===== src/pkg/fpeg_pkg.sv =====
// Shared constants and types for the flash program/erase gate and its driver.
`default_nettype none

package fpeg_pkg;

    // Special-function register addresses on the device port.
    localparam logic [7:0] SFR_STORE_CTRL = 8'h8f;
    localparam logic [7:0] SFR_READ_TIMING = 8'hb6;
    localparam logic [7:0] SFR_UNLOCK_KEY = 8'hb7;

    // Field positions and reset values.
    localparam int WRITE_EN_BIT = 0;
    localparam int ERASE_EN_BIT = 1;
    localparam int ONE_SHOT_BIT = 7;
    localparam logic [7:0] STORE_CTRL_RESET = 8'h00;
    localparam logic [7:0] READ_TIMING_RESET = 8'h80;

    // Unlock key codes and lock states.
    localparam logic [7:0] KEY_FIRST = 8'ha5;
    localparam logic [7:0] KEY_SECOND = 8'hf1;
    localparam logic [1:0] LOCK_LOCKED = 2'h0;
    localparam logic [1:0] LOCK_FIRST = 2'h1;
    localparam logic [1:0] LOCK_OPEN = 2'h2;
    localparam logic [1:0] LOCK_DEAD = 2'h3;

    // Flash geometry: 8 kB in 512-byte pages.
    localparam int FLASH_AW = 13;
    localparam int PAGE_AW = 9;
    localparam int FLASH_BYTES = 8192;
    localparam logic [8:0] PAGE_LAST = 9'h1ff;
    localparam logic [7:0] ERASED_BYTE = 8'hff;

    // Sense-amplifier timing.
    localparam int CLK_PERIOD_NS = 10;
    localparam int ONE_SHOT_NS = 50;
    localparam int ONE_SHOT_CYC = (ONE_SHOT_NS + CLK_PERIOD_NS - 1)
        / CLK_PERIOD_NS;
    localparam logic [2:0] ONE_SHOT_LAST = 3'(ONE_SHOT_CYC - 1);
    localparam logic [2:0] FULL_CYCLE_LAST = 3'h0;

    // Driver registers on AXI4-Lite (byte addresses).
    localparam int AXI_AW = 8;
    localparam logic [7:0] REG_CMD = 8'h00;
    localparam logic [7:0] REG_ADDR = 8'h04;
    localparam logic [7:0] REG_RESULT = 8'h08;
    localparam logic [7:0] REG_STATUS = 8'h0c;
    localparam logic [7:0] REG_INT_EN = 8'h10;
    localparam logic [7:0] REG_INT_CLR = 8'h14;
    localparam int RESULT_BUSY_BIT = 8;
    localparam logic [1:0] RESP_OKAY = 2'h0;
    localparam logic [1:0] RESP_SLVERR = 2'h2;

    // Command opcodes in bits 17:16 of the command register.
    localparam logic [1:0] OP_FLASH_READ = 2'h0;
    localparam logic [1:0] OP_SFR_WRITE = 2'h1;
    localparam logic [1:0] OP_SFR_READ = 2'h2;
    localparam logic [1:0] OP_MOVE_WRITE = 2'h3;

    // Status bits: command finished, command refused while busy.
    localparam int EV_DONE = 0;
    localparam int EV_REFUSED = 1;
    localparam int EV_N = 2;

    typedef enum logic [1:0] {
        FPEG_D_IDLE,
        FPEG_D_ERASE,
        FPEG_D_SENSE
    } fpeg_dstate_t;

    typedef enum logic [2:0] {
        FPEG_H_IDLE,
        FPEG_H_SFR_RD,
        FPEG_H_SFR_RD2,
        FPEG_H_MOVE,
        FPEG_H_FREAD
    } fpeg_hstate_t;

endpackage : fpeg_pkg

`default_nettype wire


===== src/pkg/fpeg_link_if.sv =====
// Link between the flash gate and the core-side driver.
`default_nettype none

interface fpeg_link_if;
    import fpeg_pkg::*;

    logic sfr_wr;
    logic sfr_rd;
    logic [7:0] sfr_addr;
    logic [7:0] sfr_wdata;
    logic [7:0] sfr_rdata;
    logic mv_valid;
    logic mv_ready;
    logic [FLASH_AW-1:0] mv_addr;
    logic [7:0] mv_data;
    logic fr_valid;
    logic fr_ready;
    logic [FLASH_AW-1:0] fr_addr;
    logic [7:0] fr_data;
    logic fr_done;
    logic sense_on;

    modport gate (
        input sfr_wr, sfr_rd, sfr_addr, sfr_wdata,
        output sfr_rdata,
        input mv_valid, mv_addr, mv_data,
        output mv_ready,
        input fr_valid, fr_addr,
        output fr_ready, fr_data, fr_done, sense_on
    );

    modport core (
        output sfr_wr, sfr_rd, sfr_addr, sfr_wdata,
        input sfr_rdata,
        output mv_valid, mv_addr, mv_data,
        input mv_ready,
        output fr_valid, fr_addr,
        input fr_ready, fr_data, fr_done, sense_on
    );

endinterface : fpeg_link_if

`default_nettype wire


===== src/hw/fpeg_core.sv =====
// Core-side driver: AXI4-Lite command registers that drive the gate link.
`default_nettype none

module fpeg_core (
    input wire logic aclk,
    input wire logic aresetn,
    input wire logic [fpeg_pkg::AXI_AW-1:0] s_axi_awaddr,
    input wire logic s_axi_awvalid,
    output logic s_axi_awready,
    input wire logic [31:0] s_axi_wdata,
    input wire logic [3:0] s_axi_wstrb,
    input wire logic s_axi_wvalid,
    output logic s_axi_wready,
    output logic [1:0] s_axi_bresp,
    output logic s_axi_bvalid,
    input wire logic s_axi_bready,
    input wire logic [fpeg_pkg::AXI_AW-1:0] s_axi_araddr,
    input wire logic s_axi_arvalid,
    output logic s_axi_arready,
    output logic [31:0] s_axi_rdata,
    output logic [1:0] s_axi_rresp,
    output logic s_axi_rvalid,
    input wire logic s_axi_rready,
    output logic irq,
    fpeg_link_if.core link
);
    import fpeg_pkg::*;

    typedef struct packed {
        logic bvalid;
        logic [1:0] bresp;
        logic rvalid;
        logic [1:0] rresp;
        logic [31:0] rdata;
        logic [FLASH_AW-1:0] faddr;
        logic [7:0] result;
        logic [EV_N-1:0] status;
        logic [EV_N-1:0] int_en;
        fpeg_hstate_t st;
        logic sfr_wr;
        logic sfr_rd;
        logic [7:0] sfr_addr;
        logic [7:0] sfr_wdata;
        logic mv_valid;
        logic [7:0] mv_data;
        logic fr_valid;
    } fpeg_core_state_t;

    fpeg_core_state_t s;
    fpeg_core_state_t next_s;
    logic wr_go;
    logic rd_go;
    logic [EV_N-1:0] ev;
    logic [EV_N-1:0] clr;

    // Address and data are taken together, so either arrival order works.
    assign wr_go = s_axi_awvalid && s_axi_wvalid && !s.bvalid;
    assign rd_go = s_axi_arvalid && !s.rvalid;
    assign s_axi_awready = wr_go;
    assign s_axi_wready = wr_go;
    assign s_axi_arready = !s.rvalid;
    assign s_axi_bvalid = s.bvalid;
    assign s_axi_bresp = s.bresp;
    assign s_axi_rvalid = s.rvalid;
    assign s_axi_rresp = s.rresp;
    assign s_axi_rdata = s.rdata;
    assign irq = |(s.status & s.int_en);
    assign link.sfr_wr = s.sfr_wr;
    assign link.sfr_rd = s.sfr_rd;
    assign link.sfr_addr = s.sfr_addr;
    assign link.sfr_wdata = s.sfr_wdata;
    assign link.mv_valid = s.mv_valid;
    assign link.mv_addr = s.faddr;
    assign link.mv_data = s.mv_data;
    assign link.fr_valid = s.fr_valid;
    assign link.fr_addr = s.faddr;

    always_comb begin
        next_s = s;
        ev = '0;
        clr = '0;
        next_s.sfr_wr = 1'b0;
        next_s.sfr_rd = 1'b0;
        if (s.bvalid && s_axi_bready) begin
            next_s.bvalid = 1'b0;
        end
        if (s.rvalid && s_axi_rready) begin
            next_s.rvalid = 1'b0;
        end

        unique case (s.st)
            FPEG_H_IDLE: begin
            end
            FPEG_H_SFR_RD: begin
                next_s.st = FPEG_H_SFR_RD2;
            end
            FPEG_H_SFR_RD2: begin
                next_s.result = link.sfr_rdata;
                ev[EV_DONE] = 1'b1;
                next_s.st = FPEG_H_IDLE;
            end
            FPEG_H_MOVE: begin
                if (link.mv_ready) begin
                    next_s.mv_valid = 1'b0;
                    ev[EV_DONE] = 1'b1;
                    next_s.st = FPEG_H_IDLE;
                end
            end
            FPEG_H_FREAD: begin
                if (s.fr_valid && link.fr_ready) begin
                    next_s.fr_valid = 1'b0;
                end
                if (link.fr_done) begin
                    next_s.result = link.fr_data;
                    ev[EV_DONE] = 1'b1;
                    next_s.st = FPEG_H_IDLE;
                end
            end
            default: begin
                next_s.st = FPEG_H_IDLE;
            end
        endcase

        if (wr_go) begin
            next_s.bvalid = 1'b1;
            next_s.bresp = RESP_OKAY;
            unique case (s_axi_awaddr)
                REG_ADDR: begin
                    next_s.faddr = s_axi_wdata[FLASH_AW-1:0];
                end
                REG_INT_EN: begin
                    next_s.int_en = s_axi_wdata[EV_N-1:0];
                end
                REG_INT_CLR: begin
                    clr = s_axi_wdata[EV_N-1:0];
                end
                REG_CMD: begin
                    // One command at a time; later ones are refused.
                    if (s.st != FPEG_H_IDLE) begin
                        ev[EV_REFUSED] = 1'b1;
                    end else begin
                        unique case (s_axi_wdata[17:16])
                            OP_FLASH_READ: begin
                                next_s.fr_valid = 1'b1;
                                next_s.st = FPEG_H_FREAD;
                            end
                            OP_SFR_WRITE: begin
                                next_s.sfr_wr = 1'b1;
                                ev[EV_DONE] = 1'b1;
                            end
                            OP_SFR_READ: begin
                                next_s.sfr_rd = 1'b1;
                                next_s.st = FPEG_H_SFR_RD;
                            end
                            OP_MOVE_WRITE: begin
                                next_s.mv_valid = 1'b1;
                                next_s.st = FPEG_H_MOVE;
                            end
                        endcase
                        next_s.sfr_addr = s_axi_wdata[15:8];
                        next_s.sfr_wdata = s_axi_wdata[7:0];
                        next_s.mv_data = s_axi_wdata[7:0];
                    end
                end
                default: begin
                    next_s.bresp = RESP_SLVERR;
                end
            endcase
        end

        if (rd_go) begin
            next_s.rvalid = 1'b1;
            next_s.rresp = RESP_OKAY;
            next_s.rdata = 32'h0000_0000;
            unique case (s_axi_araddr)
                REG_ADDR: begin
                    next_s.rdata[FLASH_AW-1:0] = s.faddr;
                end
                REG_RESULT: begin
                    next_s.rdata[7:0] = s.result;
                    next_s.rdata[RESULT_BUSY_BIT] = (s.st != FPEG_H_IDLE);
                end
                REG_STATUS: begin
                    next_s.rdata[EV_N-1:0] = s.status;
                end
                REG_INT_EN: begin
                    next_s.rdata[EV_N-1:0] = s.int_en;
                end
                default: begin
                    next_s.rresp = RESP_SLVERR;
                end
            endcase
        end

        // A new event in the clearing cycle survives the clear.
        next_s.status = (s.status & ~clr) | ev;
    end

    always_ff @(posedge aclk) begin
        if (!aresetn) begin
            s <= '0;
            s.st <= FPEG_H_IDLE;
        end else begin
            s <= next_s;
        end
    end

endmodule // fpeg_core

`default_nettype wire


===== src/flat_wrapper.sv =====
// flat-port wrapper written by rule: the top's interface ports become plain ports
module fpeg_core_flat import fpeg_pkg::*;
  (aclk, aresetn, s_axi_awaddr, s_axi_awvalid, s_axi_awready, s_axi_wdata, s_axi_wstrb, s_axi_wvalid, s_axi_wready, s_axi_bresp, s_axi_bvalid, s_axi_bready, s_axi_araddr, s_axi_arvalid, s_axi_arready, s_axi_rdata, s_axi_rresp, s_axi_rvalid, s_axi_rready, irq, link_sfr_wr, link_sfr_rd, link_sfr_addr, link_sfr_wdata, link_sfr_rdata, link_mv_valid, link_mv_addr, link_mv_data, link_mv_ready, link_fr_valid, link_fr_addr, link_fr_ready, link_fr_data, link_fr_done, link_sense_on);
  fpeg_link_if link_i ();
  input wire logic aclk;
  input wire logic aresetn;
  input wire logic [fpeg_pkg::AXI_AW-1:0] s_axi_awaddr;
  input wire logic s_axi_awvalid;
  output logic s_axi_awready;
  input wire logic [31:0] s_axi_wdata;
  input wire logic [3:0] s_axi_wstrb;
  input wire logic s_axi_wvalid;
  output logic s_axi_wready;
  output logic [1:0] s_axi_bresp;
  output logic s_axi_bvalid;
  input wire logic s_axi_bready;
  input wire logic [fpeg_pkg::AXI_AW-1:0] s_axi_araddr;
  input wire logic s_axi_arvalid;
  output logic s_axi_arready;
  output logic [31:0] s_axi_rdata;
  output logic [1:0] s_axi_rresp;
  output logic s_axi_rvalid;
  input wire logic s_axi_rready;
  output logic irq;
  output wire logic [$bits(link_i.sfr_wr)-1:0] link_sfr_wr;
  output wire logic [$bits(link_i.sfr_rd)-1:0] link_sfr_rd;
  output wire logic [$bits(link_i.sfr_addr)-1:0] link_sfr_addr;
  output wire logic [$bits(link_i.sfr_wdata)-1:0] link_sfr_wdata;
  input wire logic [$bits(link_i.sfr_rdata)-1:0] link_sfr_rdata;
  output wire logic [$bits(link_i.mv_valid)-1:0] link_mv_valid;
  output wire logic [$bits(link_i.mv_addr)-1:0] link_mv_addr;
  output wire logic [$bits(link_i.mv_data)-1:0] link_mv_data;
  input wire logic [$bits(link_i.mv_ready)-1:0] link_mv_ready;
  output wire logic [$bits(link_i.fr_valid)-1:0] link_fr_valid;
  output wire logic [$bits(link_i.fr_addr)-1:0] link_fr_addr;
  input wire logic [$bits(link_i.fr_ready)-1:0] link_fr_ready;
  input wire logic [$bits(link_i.fr_data)-1:0] link_fr_data;
  input wire logic [$bits(link_i.fr_done)-1:0] link_fr_done;
  input wire logic [$bits(link_i.sense_on)-1:0] link_sense_on;
  assign link_sfr_wr = link_i.sfr_wr;
  assign link_sfr_rd = link_i.sfr_rd;
  assign link_sfr_addr = link_i.sfr_addr;
  assign link_sfr_wdata = link_i.sfr_wdata;
  assign link_i.sfr_rdata = link_sfr_rdata;
  assign link_mv_valid = link_i.mv_valid;
  assign link_mv_addr = link_i.mv_addr;
  assign link_mv_data = link_i.mv_data;
  assign link_i.mv_ready = link_mv_ready;
  assign link_fr_valid = link_i.fr_valid;
  assign link_fr_addr = link_i.fr_addr;
  assign link_i.fr_ready = link_fr_ready;
  assign link_i.fr_data = link_fr_data;
  assign link_i.fr_done = link_fr_done;
  assign link_i.sense_on = link_sense_on;
  fpeg_core u_core (.aclk(aclk), .aresetn(aresetn), .s_axi_awaddr(s_axi_awaddr), .s_axi_awvalid(s_axi_awvalid), .s_axi_awready(s_axi_awready), .s_axi_wdata(s_axi_wdata), .s_axi_wstrb(s_axi_wstrb), .s_axi_wvalid(s_axi_wvalid), .s_axi_wready(s_axi_wready), .s_axi_bresp(s_axi_bresp), .s_axi_bvalid(s_axi_bvalid), .s_axi_bready(s_axi_bready), .s_axi_araddr(s_axi_araddr), .s_axi_arvalid(s_axi_arvalid), .s_axi_arready(s_axi_arready), .s_axi_rdata(s_axi_rdata), .s_axi_rresp(s_axi_rresp), .s_axi_rvalid(s_axi_rvalid), .s_axi_rready(s_axi_rready), .irq(irq), .link(link_i));
endmodule

===== config.mk =====
export PLATFORM = sky130hd
export DESIGN_NAME = fpeg_core_flat
export DESIGN_NICKNAME = d
export VERILOG_FILES = /design/src/pkg/fpeg_pkg.sv /design/src/pkg/fpeg_link_if.sv /design/src/hw/fpeg_core.sv /design/src/flat_wrapper.sv
export SDC_FILE = /design/constraint.sdc
export NUM_CORES = 1
export LEC_CHECK = 0
export ABC_AREA = 1
export BUFFER_PORTS_ARGS = -buffer_cell sky130_fd_sc_hd__buf_4
export CORE_MARGIN = 2
export CORE_UTILIZATION = 30
export DETAILED_ROUTE_END_ITERATION = 12
export SYNTH_ARGS = -nofsm -noshare
export SYNTH_HDL_FRONTEND = slang
export SYNTH_SLANG_ARGS = --single-unit

===== constraint.sdc =====
create_clock -name aclk -period 3 [get_ports aclk]
set_input_delay 0.15 -clock aclk [delete_from_list [all_inputs] [get_ports aclk]]
set_output_delay 0.15 -clock aclk [all_outputs]
set_load 0.1 [all_outputs]

* Word level (Yosys, flattened, before mapping) *
Index checks and enable logic that the tools add are counted.

word-level totals
  bits in registers = 67
  bits of input ports = 79
  output and inout port bits = 96
  word-level logic and storage cells = 98

cells by class
  eq/ne operators = 15
  multiplexer cells = 36
  bitwise logic cells = 8
  reduce and logical (&&, ||, !) cells = 23

operators with widths
  cell                                           number
  2-to-1 mux 31 bit                              3
  2-to-1 mux 35 bit                              1
  == test 8 x 5 -> 1 bit, second input constant  3
  == test 8 x 3 -> 1 bit, second input constant  2
  == test 8 x 4 -> 1 bit, second input constant  2
  one-hot mux 8 bit (2 select lines)             1
  2-to-1 mux 1 bit                               15
  one-hot mux 7 bit (2 select lines)             1
  2-to-1 mux 2 bit                               6
  one-hot mux 3 bit (4 select lines)             1
  OR reduction 4 bit                             3
  2-to-1 mux 3 bit                               3
  one-hot mux 3 bit (3 select lines)             1
  zero test 8 bit                                1
  2-to-1 mux 8 bit                               1
  one-hot mux 2 bit (4 select lines)             1
  == test 3 x 2 -> 1 bit, second input constant  2
  logical AND 1 bit                              6
  AND reduction 2 bit                            3
  nonzero test 2 bit                             3
  bitwise AND 2 bit                              2
  == test 2 bit, second input constant           2
  2-to-1 mux 4 bit                               1
  inverter 1 bit                                 4
  other kinds (13)                               14

* Depth between registers and ports, before layout *
Gate-level depths: netlist (run 1).

  word-level depth = 7
  mapped depth = 9
  gate-level depth less buffers = 8

* Least setup slack after synthesis (run 1) *
OpenSTA, ideal clock, no wires.

  path type = register to register
  start point = register u_core.s (netlist bit u_core.s_axi_rvalid)
  end point = register u_core.s (netlist bit u_core.s_axi_rdata[8])
  setup time = 0.116 ns
  arrival = 2.486 ns
  data required time = 2.884 ns
  path slack = 0.398 ns
  stages on the path, launching flop included = 9
  path buffers = 1
  period minus slack after synthesis = 2.602 ns
  path through = dfxtp_1 inv_1 nand2_1 inv_1 buf_2 nor2_1 nor2_1 o21ai_0 inv_1

between the ends
  cells in the longest elaborated chain, start to end = 2

RTL lines
  item                    RTL line            RTL
  start, declared         fpeg_core.sv:49     fpeg_core_state_t s;
  start signal, assigned  fpeg_core.sv:204    s <= next_s;
  zero test 1 bit         --
  via s_axi_arready       flat_wrapper.sv:19  output logic s_axi_arready;
  logical AND 1 bit       fpeg_core.sv:58     assign rd_go = s_axi_arvalid && !s.rvalid;

The timed path passes the listed nets, and every way through them passes these cells.
A chain may end at the register's enable or synchronous reset.

* Worst setup path after layout (run 1) *
  start point = register u_core.s (netlist bit u_core.s_axi_bvalid)
  end point = register u_core.s[29] (netlist name)

between the ends
  cells in the longest elaborated chain, start to end = 3

RTL lines
  item               RTL line          RTL
  zero test 1 bit    fpeg_core.sv:57   assign wr_go = s_axi_awvalid && s_axi_wvalid && !s.bvalid;
  logical AND 1 bit  fpeg_core.sv:57
  2-to-1 mux 31 bit  fpeg_core.sv:124  if (wr_go) begin

No other way between the ends.

==> results of run 1 <==
-- kinds of logic (layout without fill, tap and decap cells) --
| group | count (synthesis) | count (layout) | synth area share [%] |
|---|---|---|---|
| AOI/OAI and AO/OA | 96 | 96 | 15.0 |
| and+or+nand+nor | 169 | 169 | 21.4 |
| buffers and inverters | 145 | 192 | 25.9 |
| DFF | 65 | 65 | 37.6 |
| other | 1 | 21 | 0.108 |
-- where the power goes --
group | switching, mW | internal, mW | total (mW)
Clock | 0.365 | 0.681 | 1.05
Sequential | 0.00792 | 0.878 | 0.886
Combinational | 0.315 | 0.0889 | 0.404
Total | 0.688 | 1.65 | 2.34
-- synthesized netlist by cell type (3+ instances only) --
library cell and instances:
dfxtp_1 65, buf_4 89, clkbuf_1 6, a31oi_1 8, nand2_1 65, o21ai_0 42, a21oi_1 29, nor2_1 58
inv_2 3, inv_1 37, nor2_4 4, o21ai_1 11, buf_2 7, nand3_1 31, nor2_2 3
-- metal layers --
| layer | share of wire, % | global-route usage [%] |
|---|---|---|
| met2 | 47 | 23.6 |
| met5 | 0 | 0 |
| met1 | 46 | 17.3 |
| met4 | 1.6 | 5.60 |
| met3 | 5.2 | 2.83 |
-- sequential cells by signal, indices dropped and copies added (netlist names) --
name                   flops
u_core.s                  15
u_core.link.fr_addr       13
u_core.s_axi_rdata        13
u_core.link.sfr_addr       8
u_core.link.sfr_wdata      8
u_core.link.fr_valid       1
u_core.link.mv_valid       1
u_core.link.sfr_rd         1
u_core.link.sfr_wr         1
u_core.s_axi_bresp         1
u_core.s_axi_bvalid        1
u_core.s_axi_rresp         1
u_core.s_axi_rvalid        1
-- worst max-delay path: stages, from the launching register on --
cell and delay (ns):
dfxtp_1 0.35, nor2_4 0.37, inv_2 0.08, nor2_1 0.12, nand3_1 0.63, inv_2 0.21, nand3_1 0.11, a21oi_1 0.13
-- cell type report --
type | count | area, um2
clock inverters | 3 | 40.0
repair buffers | 135 | 1010
clock buffers | 12 | 256
fillers | 1214 | 7040
well taps | 143 | 179
multi-input cells | 286 | 1340
inverters | 42 | 158
flip-flops and latches | 65 | 1300
-- how the worst min path moves through the flow --
stage | from | end | depth (start not counted)
after floorplan | s_axi_wdata[16] | u_core.link.sfr_rd | 1
after global placement | s_axi_wdata[17] | u_core.link.sfr_wr | 2
after detailed placement | s_axi_wdata[17] | u_core.link.sfr_wr | 2
after CTS | s_axi_wdata[17] | u_core.link.sfr_wr | 2
after global routing | s_axi_wdata[17] | u_core.link.sfr_wr | 2
final | s_axi_wdata[17] | u_core.link.sfr_wr | 2
-- through the flow --
stage / hold slack, ns / total power [mW] / setup WS [ns]
global placement: 0.348 / 1.31 / 0.952
global route: 0.0228 / 2.43 / 0.662
detailed placement: 0.350 / 1.31 / 0.912
finish: 0.0200 / 2.34 / 0.911
floorplan: 0.229 / 1.24 / 0.398
CTS: 0.0110 / 2.36 / 0.888
==> metrics.txt, run 1 <==
status completed; FFs w/ async S/R, synth 0%; starting density of the core 30.5%; Reg clk slew, reported paths 0.05 ns; Starting DRT DRC Count 111; post-CTS sizing 0; DIE HEIGHT 111 um; nets 618; Area growth syn-to-layout 23.9%; Max-Cap Viols 0; worst r2r src u_core.s_axi_bvalid; Clk Latency, worst-skew pair 0.32 ns; Synth top area share 37.6%; Final ANT Viol Nets 0; wire length per cell 12.7 um; unrepaired setup endpoints after global routing no; sequential share of the synthesized area 37.6%; chip width 111 um; largest net degree at the start of global routing 42; placed cell count 671; Critical Path AT 2.32 ns; largest area contributor in the netlist dfxtp_1; CP required 3.23 ns; # setup viols final 0; library cells used by synthesis 30; Netlist Area Pre-Place 3460 um2; Setup Skew 0.00619 ns; area post-placement 3990 um2; Tot GR Track Use 13.9%; Syn Area/Cell 7.27 um2; Setup CP Type flip-flop to flip-flop; Core Area 11300 um2; PwrDens 545 nW/um2; HPWL after DPL 6.58 mm; # Post-CTS Setup Buffers 0; hold-fix buffer count after cts 0; reg-to-reg endpoint u_core.s[29]; clk root buf clkbuf_16; Primary FF master, synth dfxtp_1; final hold violation count 0; Synth warnings 0; total die area 12400 um2; Max clock buf depth 2; cts bufs inserted 9; fin cells 686; Tcrit/Tclk final 69.6%; Layout Utilization 37.9%; most common cell after layout, fill and taps aside buf_4; total clock sinks 65; first-pass GRT wire length 13.9 mm; number of enable flip-flop cells after synthesis 0; Max FO, Critical Path 20; R2R depth 7; vias in the first global route 2915; RePlAce Congestion 0.773; GR Overflow Total 0; PortBufs 134; minimum clock period 2.09 ns; Pre-antenna DRT Iters 6; via count 3032; ANT cells 0; Startpoint Class flip-flop; layout cells sized above 1 30.4%; TNS Setup 0 ns; Hold Path Class input port to flip-flop; DRC viols 0; Fmax achieved 0.479 GHz; Worst slew margin 39.2%; final instance area 4290 um2; crit path from u_core.s_axi_bvalid; most frequent cells in the layout 135 x buf_4, 65 x nand2_1, 65 x dfxtp_1; # IOs 175; Rows 39; top post-synthesis cells by area dfxtp_1 38%, buf_4 19%, nand2_1 7.1%; CTS tree yes; number of synthesized register bits 65; Worst Max-Slew Pin Slew 0.909 ns; H-tree levels 3; Leakage 2.05 nW; Setup crit end u_core.s[29]; Vias/cell 4.42; Syn Inst Count 476; R2R setup slack 0.91 ns; nature of the critical path endpoint flip-flop; max-slew violations 0; antenna violations before repair 0; Total Wirelength 8.69 mm; worst vdd ir 0.240 mV
Note: power is estimated with default switching activity, not from simulation.
==> inputs of run 2 (changes only) <==
ABC_AREA = 0   (was 1)
clock period = 1.8 ns   (was 3 ns; I/O delays follow)
==> run 2 against run 1 <==
Global-route usage up 0.26 points. First-iteration DRC count up 12%. Via count down 6.5%. Die area down 1.7%. Critical path depth down 2. Critical endpoint is now u_core.link.sfr_wdata[5]. Largest cell class unchanged.
==> metrics.txt, run 2 <==
Netlist Area Pre-Place 3400 um2 (was 3460 um2); largest reg by FF count u_core.s (unchanged); Vias/cell 4.54 (was 4.42); TNS Setup 0 ns (unchanged); mux contribution to synthesized area 3.61% (was 0%); Leakage 1.82 nW (was 2.05 nW); post-synthesis compound-gate area fraction 13.4% (was 15.0%); Tot Pwr 3.73 mW (was 2.34 mW); Synth Area in Adders 0% (unchanged); Switch Pwr 1.04 mW (was 0.688 mW); Synth top area share 38.3% (was 37.6%); largest net degree at the start of global routing 39 (was 42); Reg clk slew, reported paths 0.06 ns (was 0.05 ns); Syn Area/Cell 8.18 um2 (was 7.27 um2); R2R depth 5 (was 7); starting density of the core 31.1% (was 30.5%); Synth warnings 0 (unchanged); nature of the critical path endpoint flip-flop (unchanged); FFs w/ async S/R, synth 0% (unchanged); Core Area 10900 um2 (was 11300 um2); area post-placement 3990 um2 (about the same); max reg flops 15 (unchanged); most common cell in the synthesized netlist buf_4 (unchanged); antenna violations before repair 0 (unchanged); Worst Max-Slew Pin Slew 0.498 ns (was 0.909 ns); most common cell after layout, fill and taps aside buf_4 (unchanged); Total Wirelength 8.55 mm (was 8.69 mm); total clock sinks 65 (unchanged); GR Overflow Total 0 (unchanged); Tot GR Track Use 14.1% (was 13.9%); max-slew violations 0 (unchanged); minimum clock period 1.57 ns (was 2.09 ns); main combinational cell family by area after synthesis buffers and inverters (unchanged); Simple-Gate Fraction of Synth Area 21.9% (was 21.4%); nets 558 (was 618); top post-synthesis cells by count 87 x buf_4, 65 x dfxtp_1, 62 x nand2_1 (was 89 x buf_4, 65 x dfxtp_1, 65 x nand2_1); # setup viols final 0 (unchanged); clock network power share 47.2% (was 44.8%); Seq pwr share 38.9% (was 37.9%); largest area contributor in the netlist dfxtp_1 (unchanged); XOR/XNOR share of the synthesized area 0.258% (was 0%); Max FO, Critical Path 16 (was 20); Final ANT Viol Nets 0 (unchanged); Primary FF master, synth dfxtp_1 (unchanged); H-tree levels 3 (unchanged); Tcrit/Tclk final 87.2% (was 69.6%); top post-synthesis cells by area dfxtp_1 38%, buf_4 19%, nand2_1 6.9% (was dfxtp_1 38%, buf_4 19%, nand2_1 7.1%); Hold Path Class input port to flip-flop (unchanged); Area growth syn-to-layout 26.9% (was 23.9%); Syn Inst Count 415 (was 476); most frequent cells in the layout 141 x buf_4, 63 x dfxtp_1, 62 x nand2_1 (was 135 x buf_4, 65 x nand2_1, 65 x dfxtp_1); via count 2836 (was 3032); PortBufs 134 (unchanged); HPWL after DPL 6.66 mm (was 6.58 mm); clk root buf clkbuf_16 (unchanged); final instance area 4310 um2 (was 4290 um2); Switching Fraction 27.9% (was 29.4%); number of enable flip-flop cells after synthesis 0 (unchanged); Startpoint Class flip-flop (unchanged); DRC viols 0 (unchanged); total die area 12200 um2 (was 12400 um2); Worst slew margin 66.7% (was 39.2%); Combinational Power Share 13.8% (was 17.3%); CP required 2.06 ns (was 3.23 ns); Clk Latency, worst-skew pair 0.33 ns (was 0.32 ns); library cells used by synthesis 46 (was 30); ANT cells 0 (unchanged); Fmax achieved 0.637 GHz (was 0.479 GHz); RePlAce Congestion 0.751 (was 0.773); depth of the worst hold-timing path 3 (was 2); wire length per cell 13.7 um (was 12.7 um); worst vdd ir 0.369 mV (was 0.240 mV); post-CTS sizing 0 (unchanged); Setup CP Type flip-flop to flip-flop (unchanged); # IOs 175 (unchanged); number of synthesized register bits 65 (unchanged); Max clock buf depth 2 (unchanged); status completed (unchanged); PwrDens 865 nW/um2 (was 545 nW/um2); layout cells sized above 1 35.1% (was 30.4%); chip width 110 um (was 111 um); Rows 38 (was 39); internal power 2.69 mW (was 1.65 mW); Pre-antenna DRT Iters 4 (was 6); Setup Skew 0.00691 ns (was 0.00619 ns); unrepaired setup endpoints after global routing no (unchanged); cts bufs inserted 9 (unchanged); final hold violation count 0 (unchanged); Max-Cap Viols 0 (unchanged); Critical Path AT 1.83 ns (was 2.32 ns); Starting DRT DRC Count 124 (was 111); first-pass GRT wire length 13.1 mm (was 13.9 mm); CTS tree yes (unchanged); DIE HEIGHT 110 um (was 111 um); sequential share of the synthesized area 38.3% (was 37.6%); vias in the first global route 2623 (was 2915)
## run 2: cell types whose count changed in the layout (fill, tap and decap cells not counted), moves of 10 or more
cell / before / now
mux2i_1: 0 / 10
o21ai_1: 11 / 0
a211oi_1: 0 / 10
o21ai_0: 42 / 15
nor2_1: 58 / 18
nand3_1: 31 / 19
inv_1: 37 / 2
## run 2: final timing paths
check	slack, ns	start	end
worst max register to register	0.23	u_core.s[30]	u_core.link.sfr_wdata[5]
worst min register to register	0.45	u_core.s_axi_rdata[11]	u_core.s_axi_rdata[11]
worst max-delay path	0.23	u_core.s[30]	u_core.link.sfr_wdata[5]
worst min-delay path	0.02	s_axi_wdata[15]	u_core.link.sfr_addr[7]
## run 2: layout make-up
cell class / instances / area, um2
clock inverter: 6 / 66.3
inverter: 4 / 18.8
fill: 1134 / 6630
timing repair buffer: 143 / 1090
sequential: 65 / 1310
tap: 140 / 175
multi-input combinational: 256 / 1420
clock buffer: 10 / 239
## run 2: critical path, stage by stage, from the launching register on
cell and delay, ns:
dfxtp_1 0.37, nor4bb_1 0.40, and4_1 0.36, buf_12 0.17, nand2_1 0.05, a21oi_1 0.14
## run 2: power groups by stage
stage | registers [mW] | clock network, mW | logic, mW
finish | 1.45 | 1.76 | 0.516
global route | 1.45 | 1.88 | 0.544
CTS | 1.45 | 1.82 | 0.518
detailed placement | 1.48 | 0 | 0.515
global placement | 1.48 | 0 | 0.513
floorplan | 1.50 | 0 | 0.383
## run 2: cells by family after synthesis
group / after synthesis
AO/OA/AOI/OAI: 75
XOR/XNOR: 1
buffers and inverters: 114
flip-flops: 65
multiplexers: 12
other: 1
AND/OR/NAND/NOR: 147
## run 2: metrics by stage
stage | instances | utilization [%] | worst slack, ns | hold WS [ns]
finish | 624 | 39.4 | 0.230 | 0.0179
global route | 624 | 39.4 | 0.126 | 0.0166
CTS | 624 | 39.4 | 0.225 | 0.00547
detailed placement | 607 | 36.5 | 0.187 | 0.299
global placement | 607 | 36.5 | 0.220 | 0.298
floorplan | 435 | - | 0.0578 | 0.167
## run 2: per-layer routing
layer	part of all wire, %	vias up	GRT usage (%)
li1	-	1446	-
met1	46	1282	18.1
met2	47	102	23.0
met3	6.3	6	3.41
met4	0.98	0	5.27
met5	0	-	0
## run 2: what timing repair did
item / in CTS / in global routing
hold buffers: 1 / 0
hold endpoints to repair: 1 / 0
buffers inserted: 0 / 0
==> inputs of run 3 (changes only) <==
ABC_AREA = 1   (was 0)
==> run 3 against run 2 <==
Clock skew barely moved. Global-route usage grew 0.39 points. Total power up 8.2%. Critical path depth fell by 2. Largest cell class unchanged. Highest routed layer unchanged.
==> metrics.txt, run 3 (synthesized netlist as in run 1, its figures left out) <==
status completed (unchanged); DIE HEIGHT 111 um (was 110 um); Critical Path AT 1.42 ns (was 1.83 ns); DRC viols 0 (unchanged); PwrDens 901 nW/um2 (was 865 nW/um2); first-pass GRT wire length 14.4 mm (was 13.1 mm); total clock sinks 65 (unchanged); Max FO, Critical Path 9 (was 16); Max-Cap Viols 0 (unchanged); starting density of the core 30.5% (was 31.1%); Max clock buf depth 2 (unchanged); Vias/cell 4.35 (was 4.54); Starting DRT DRC Count 90 (was 124); Leakage 2.13 nW (was 1.82 nW); GR Overflow Total 0 (unchanged); cts bufs inserted 9 (unchanged); total die area 12400 um2 (was 12200 um2); CTS tree yes (unchanged); clk root buf clkbuf_16 (unchanged); vias in the first global route 2886 (was 2623); Tot GR Track Use 14.5% (was 14.1%); worst vdd ir 0.383 mV (was 0.369 mV); Final ANT Viol Nets 0 (unchanged); fin cells 703 (was 624); Reg clk slew, reported paths 0.05 ns (was 0.06 ns); Layout Utilization 39.5% (was 39.4%); Tcrit/Tclk final 84.0% (was 87.2%); Worst Max-Slew Pin Slew 0.521 ns (was 0.498 ns); # setup viols final 0 (unchanged); RePlAce Congestion 0.783 (was 0.751); Worst slew margin 65.2% (was 66.7%); HPWL after DPL 6.81 mm (was 6.66 mm); Core Area 11300 um2 (was 10900 um2); H-tree levels 3 (unchanged); wire length per cell 12.7 um (was 13.7 um); Hold Path Class input port to flip-flop (unchanged); final hold violation count 0 (unchanged); Setup CP Type flip-flop to primary output (was flip-flop to flip-flop); Fmax achieved 0.661 GHz (was 0.637 GHz); ANT cells 0 (unchanged); antenna violations before repair 0 (unchanged); max-slew violations 0 (unchanged); depth of the worst hold-timing path 3 (unchanged); via count 3058 (was 2836); Startpoint Class flip-flop (unchanged); unrepaired setup endpoints after global routing no (unchanged); most common cell after layout, fill and taps aside buf_4 (unchanged); minimum clock period 1.51 ns (was 1.57 ns); Setup Skew 0.00717 ns (was 0.00691 ns); chip width 111 um (was 110 um); Clk Latency, worst-skew pair 0.33 ns (about the same); Pre-antenna DRT Iters 4 (unchanged); nets 634 (was 558); placed cell count 676 (was 607); Area growth syn-to-layout 29.3% (was 26.9%); R2R depth 5 (unchanged); # IOs 175 (unchanged); PortBufs 134 (unchanged); largest net degree at the start of global routing 41 (was 39); post-CTS sizing 0 (unchanged); layout cells sized above 1 31.4% (was 35.1%); most frequent cells in the layout 140 x buf_4, 64 x nand2_1, 64 x dfxtp_1 (was 141 x buf_4, 63 x dfxtp_1, 62 x nand2_1); nature of the critical path endpoint primary output (was flip-flop); largest reg by FF count u_core.s (unchanged); max reg flops 15 (unchanged); Total Wirelength 8.96 mm (was 8.55 mm); CP required 1.71 ns (was 2.06 ns); Rows 39 (was 38)
run 3: cell count changes in the layout (fill, tap and decap cells not counted), sizes merged, moves of 6 or more:
cell	before	now
o21ai	15	54
nor2	18	65
or3	8	0
dlygate4sd3	1	11
a31oi	0	8
a22oi	7	0
nand3	19	32
mux2i	10	0
a211oi	10	0
inv	3	39
nor2b	6	0
nand2	62	68
run 3: final cells by class:
type | instances | area [um2]
inverter | 42 | 161
clock buffer | 9 | 225
timing repair buffer | 151 | 1160
tap | 143 | 179
sequential | 65 | 1310
clock inverter | 7 | 95.1
fill | 1201 | 6850
multi-input combinational | 286 | 1350
run 3: where the power goes:
part	switching [mW]	internal (mW)
logic	0.535	0.170
registers	0.0141	1.46
clock network	0.639	1.21
run 3: worst paths after layout:
path                         endpoint             startpoint  slack (ns)
max                     s_axi_awready    u_core.s_axi_bvalid        0.29
min          u_core.link.sfr_wdata[3]         s_axi_wdata[3]        0.01
max reg2reg              u_core.s[30]    u_core.s_axi_bvalid        0.33
min reg2reg     u_core.s_axi_rdata[0]  u_core.s_axi_rdata[0]        0.47
run 3: per-stage QoR:
step / total power [mW] / TNS, ns / cell area, um2 / hold WS [ns] / worst slack [ns]
2_1_floorplan: 2.08 / -0.191 / 3560 / 0.169 / -0.0330
3_3_place_gp: 2.19 / 0 / 4040 / 0.288 / 0.290
3_5_place_dp: 2.20 / 0 / 4040 / 0.292 / 0.239
4_1_cts: 4.09 / 0 / 4470 / 0.00333 / 0.265
5_1_grt: 4.20 / 0 / 4470 / 0.0286 / 0.163
6_report: 4.03 / 0 / 4470 / 0.00985 / 0.287
run 3: timing repair:
item,in CTS,in global routing
hold buffers,11,0
buffers inserted,0,0
endpoints found under the hold margin,11,0
setup endpoints to repair,0,0
run 3: routing by layer:
layer	wire length [um]	part of all wire (%)	track usage [%]	up-vias
met2	4110	46	23.1	113
met4	250	2.8	6.83	0
li1	-	-	-	1588
met1	4060	45	18.7	1334
met5	0	0	0	-
met3	535	6.0	3.43	23
run 3: critical path, cell delays in order (launching register included):
cell and delay (ns):
dfxtp_1 0.34, nor2_4 0.23, buf_4 0.22, buf_4 0.31
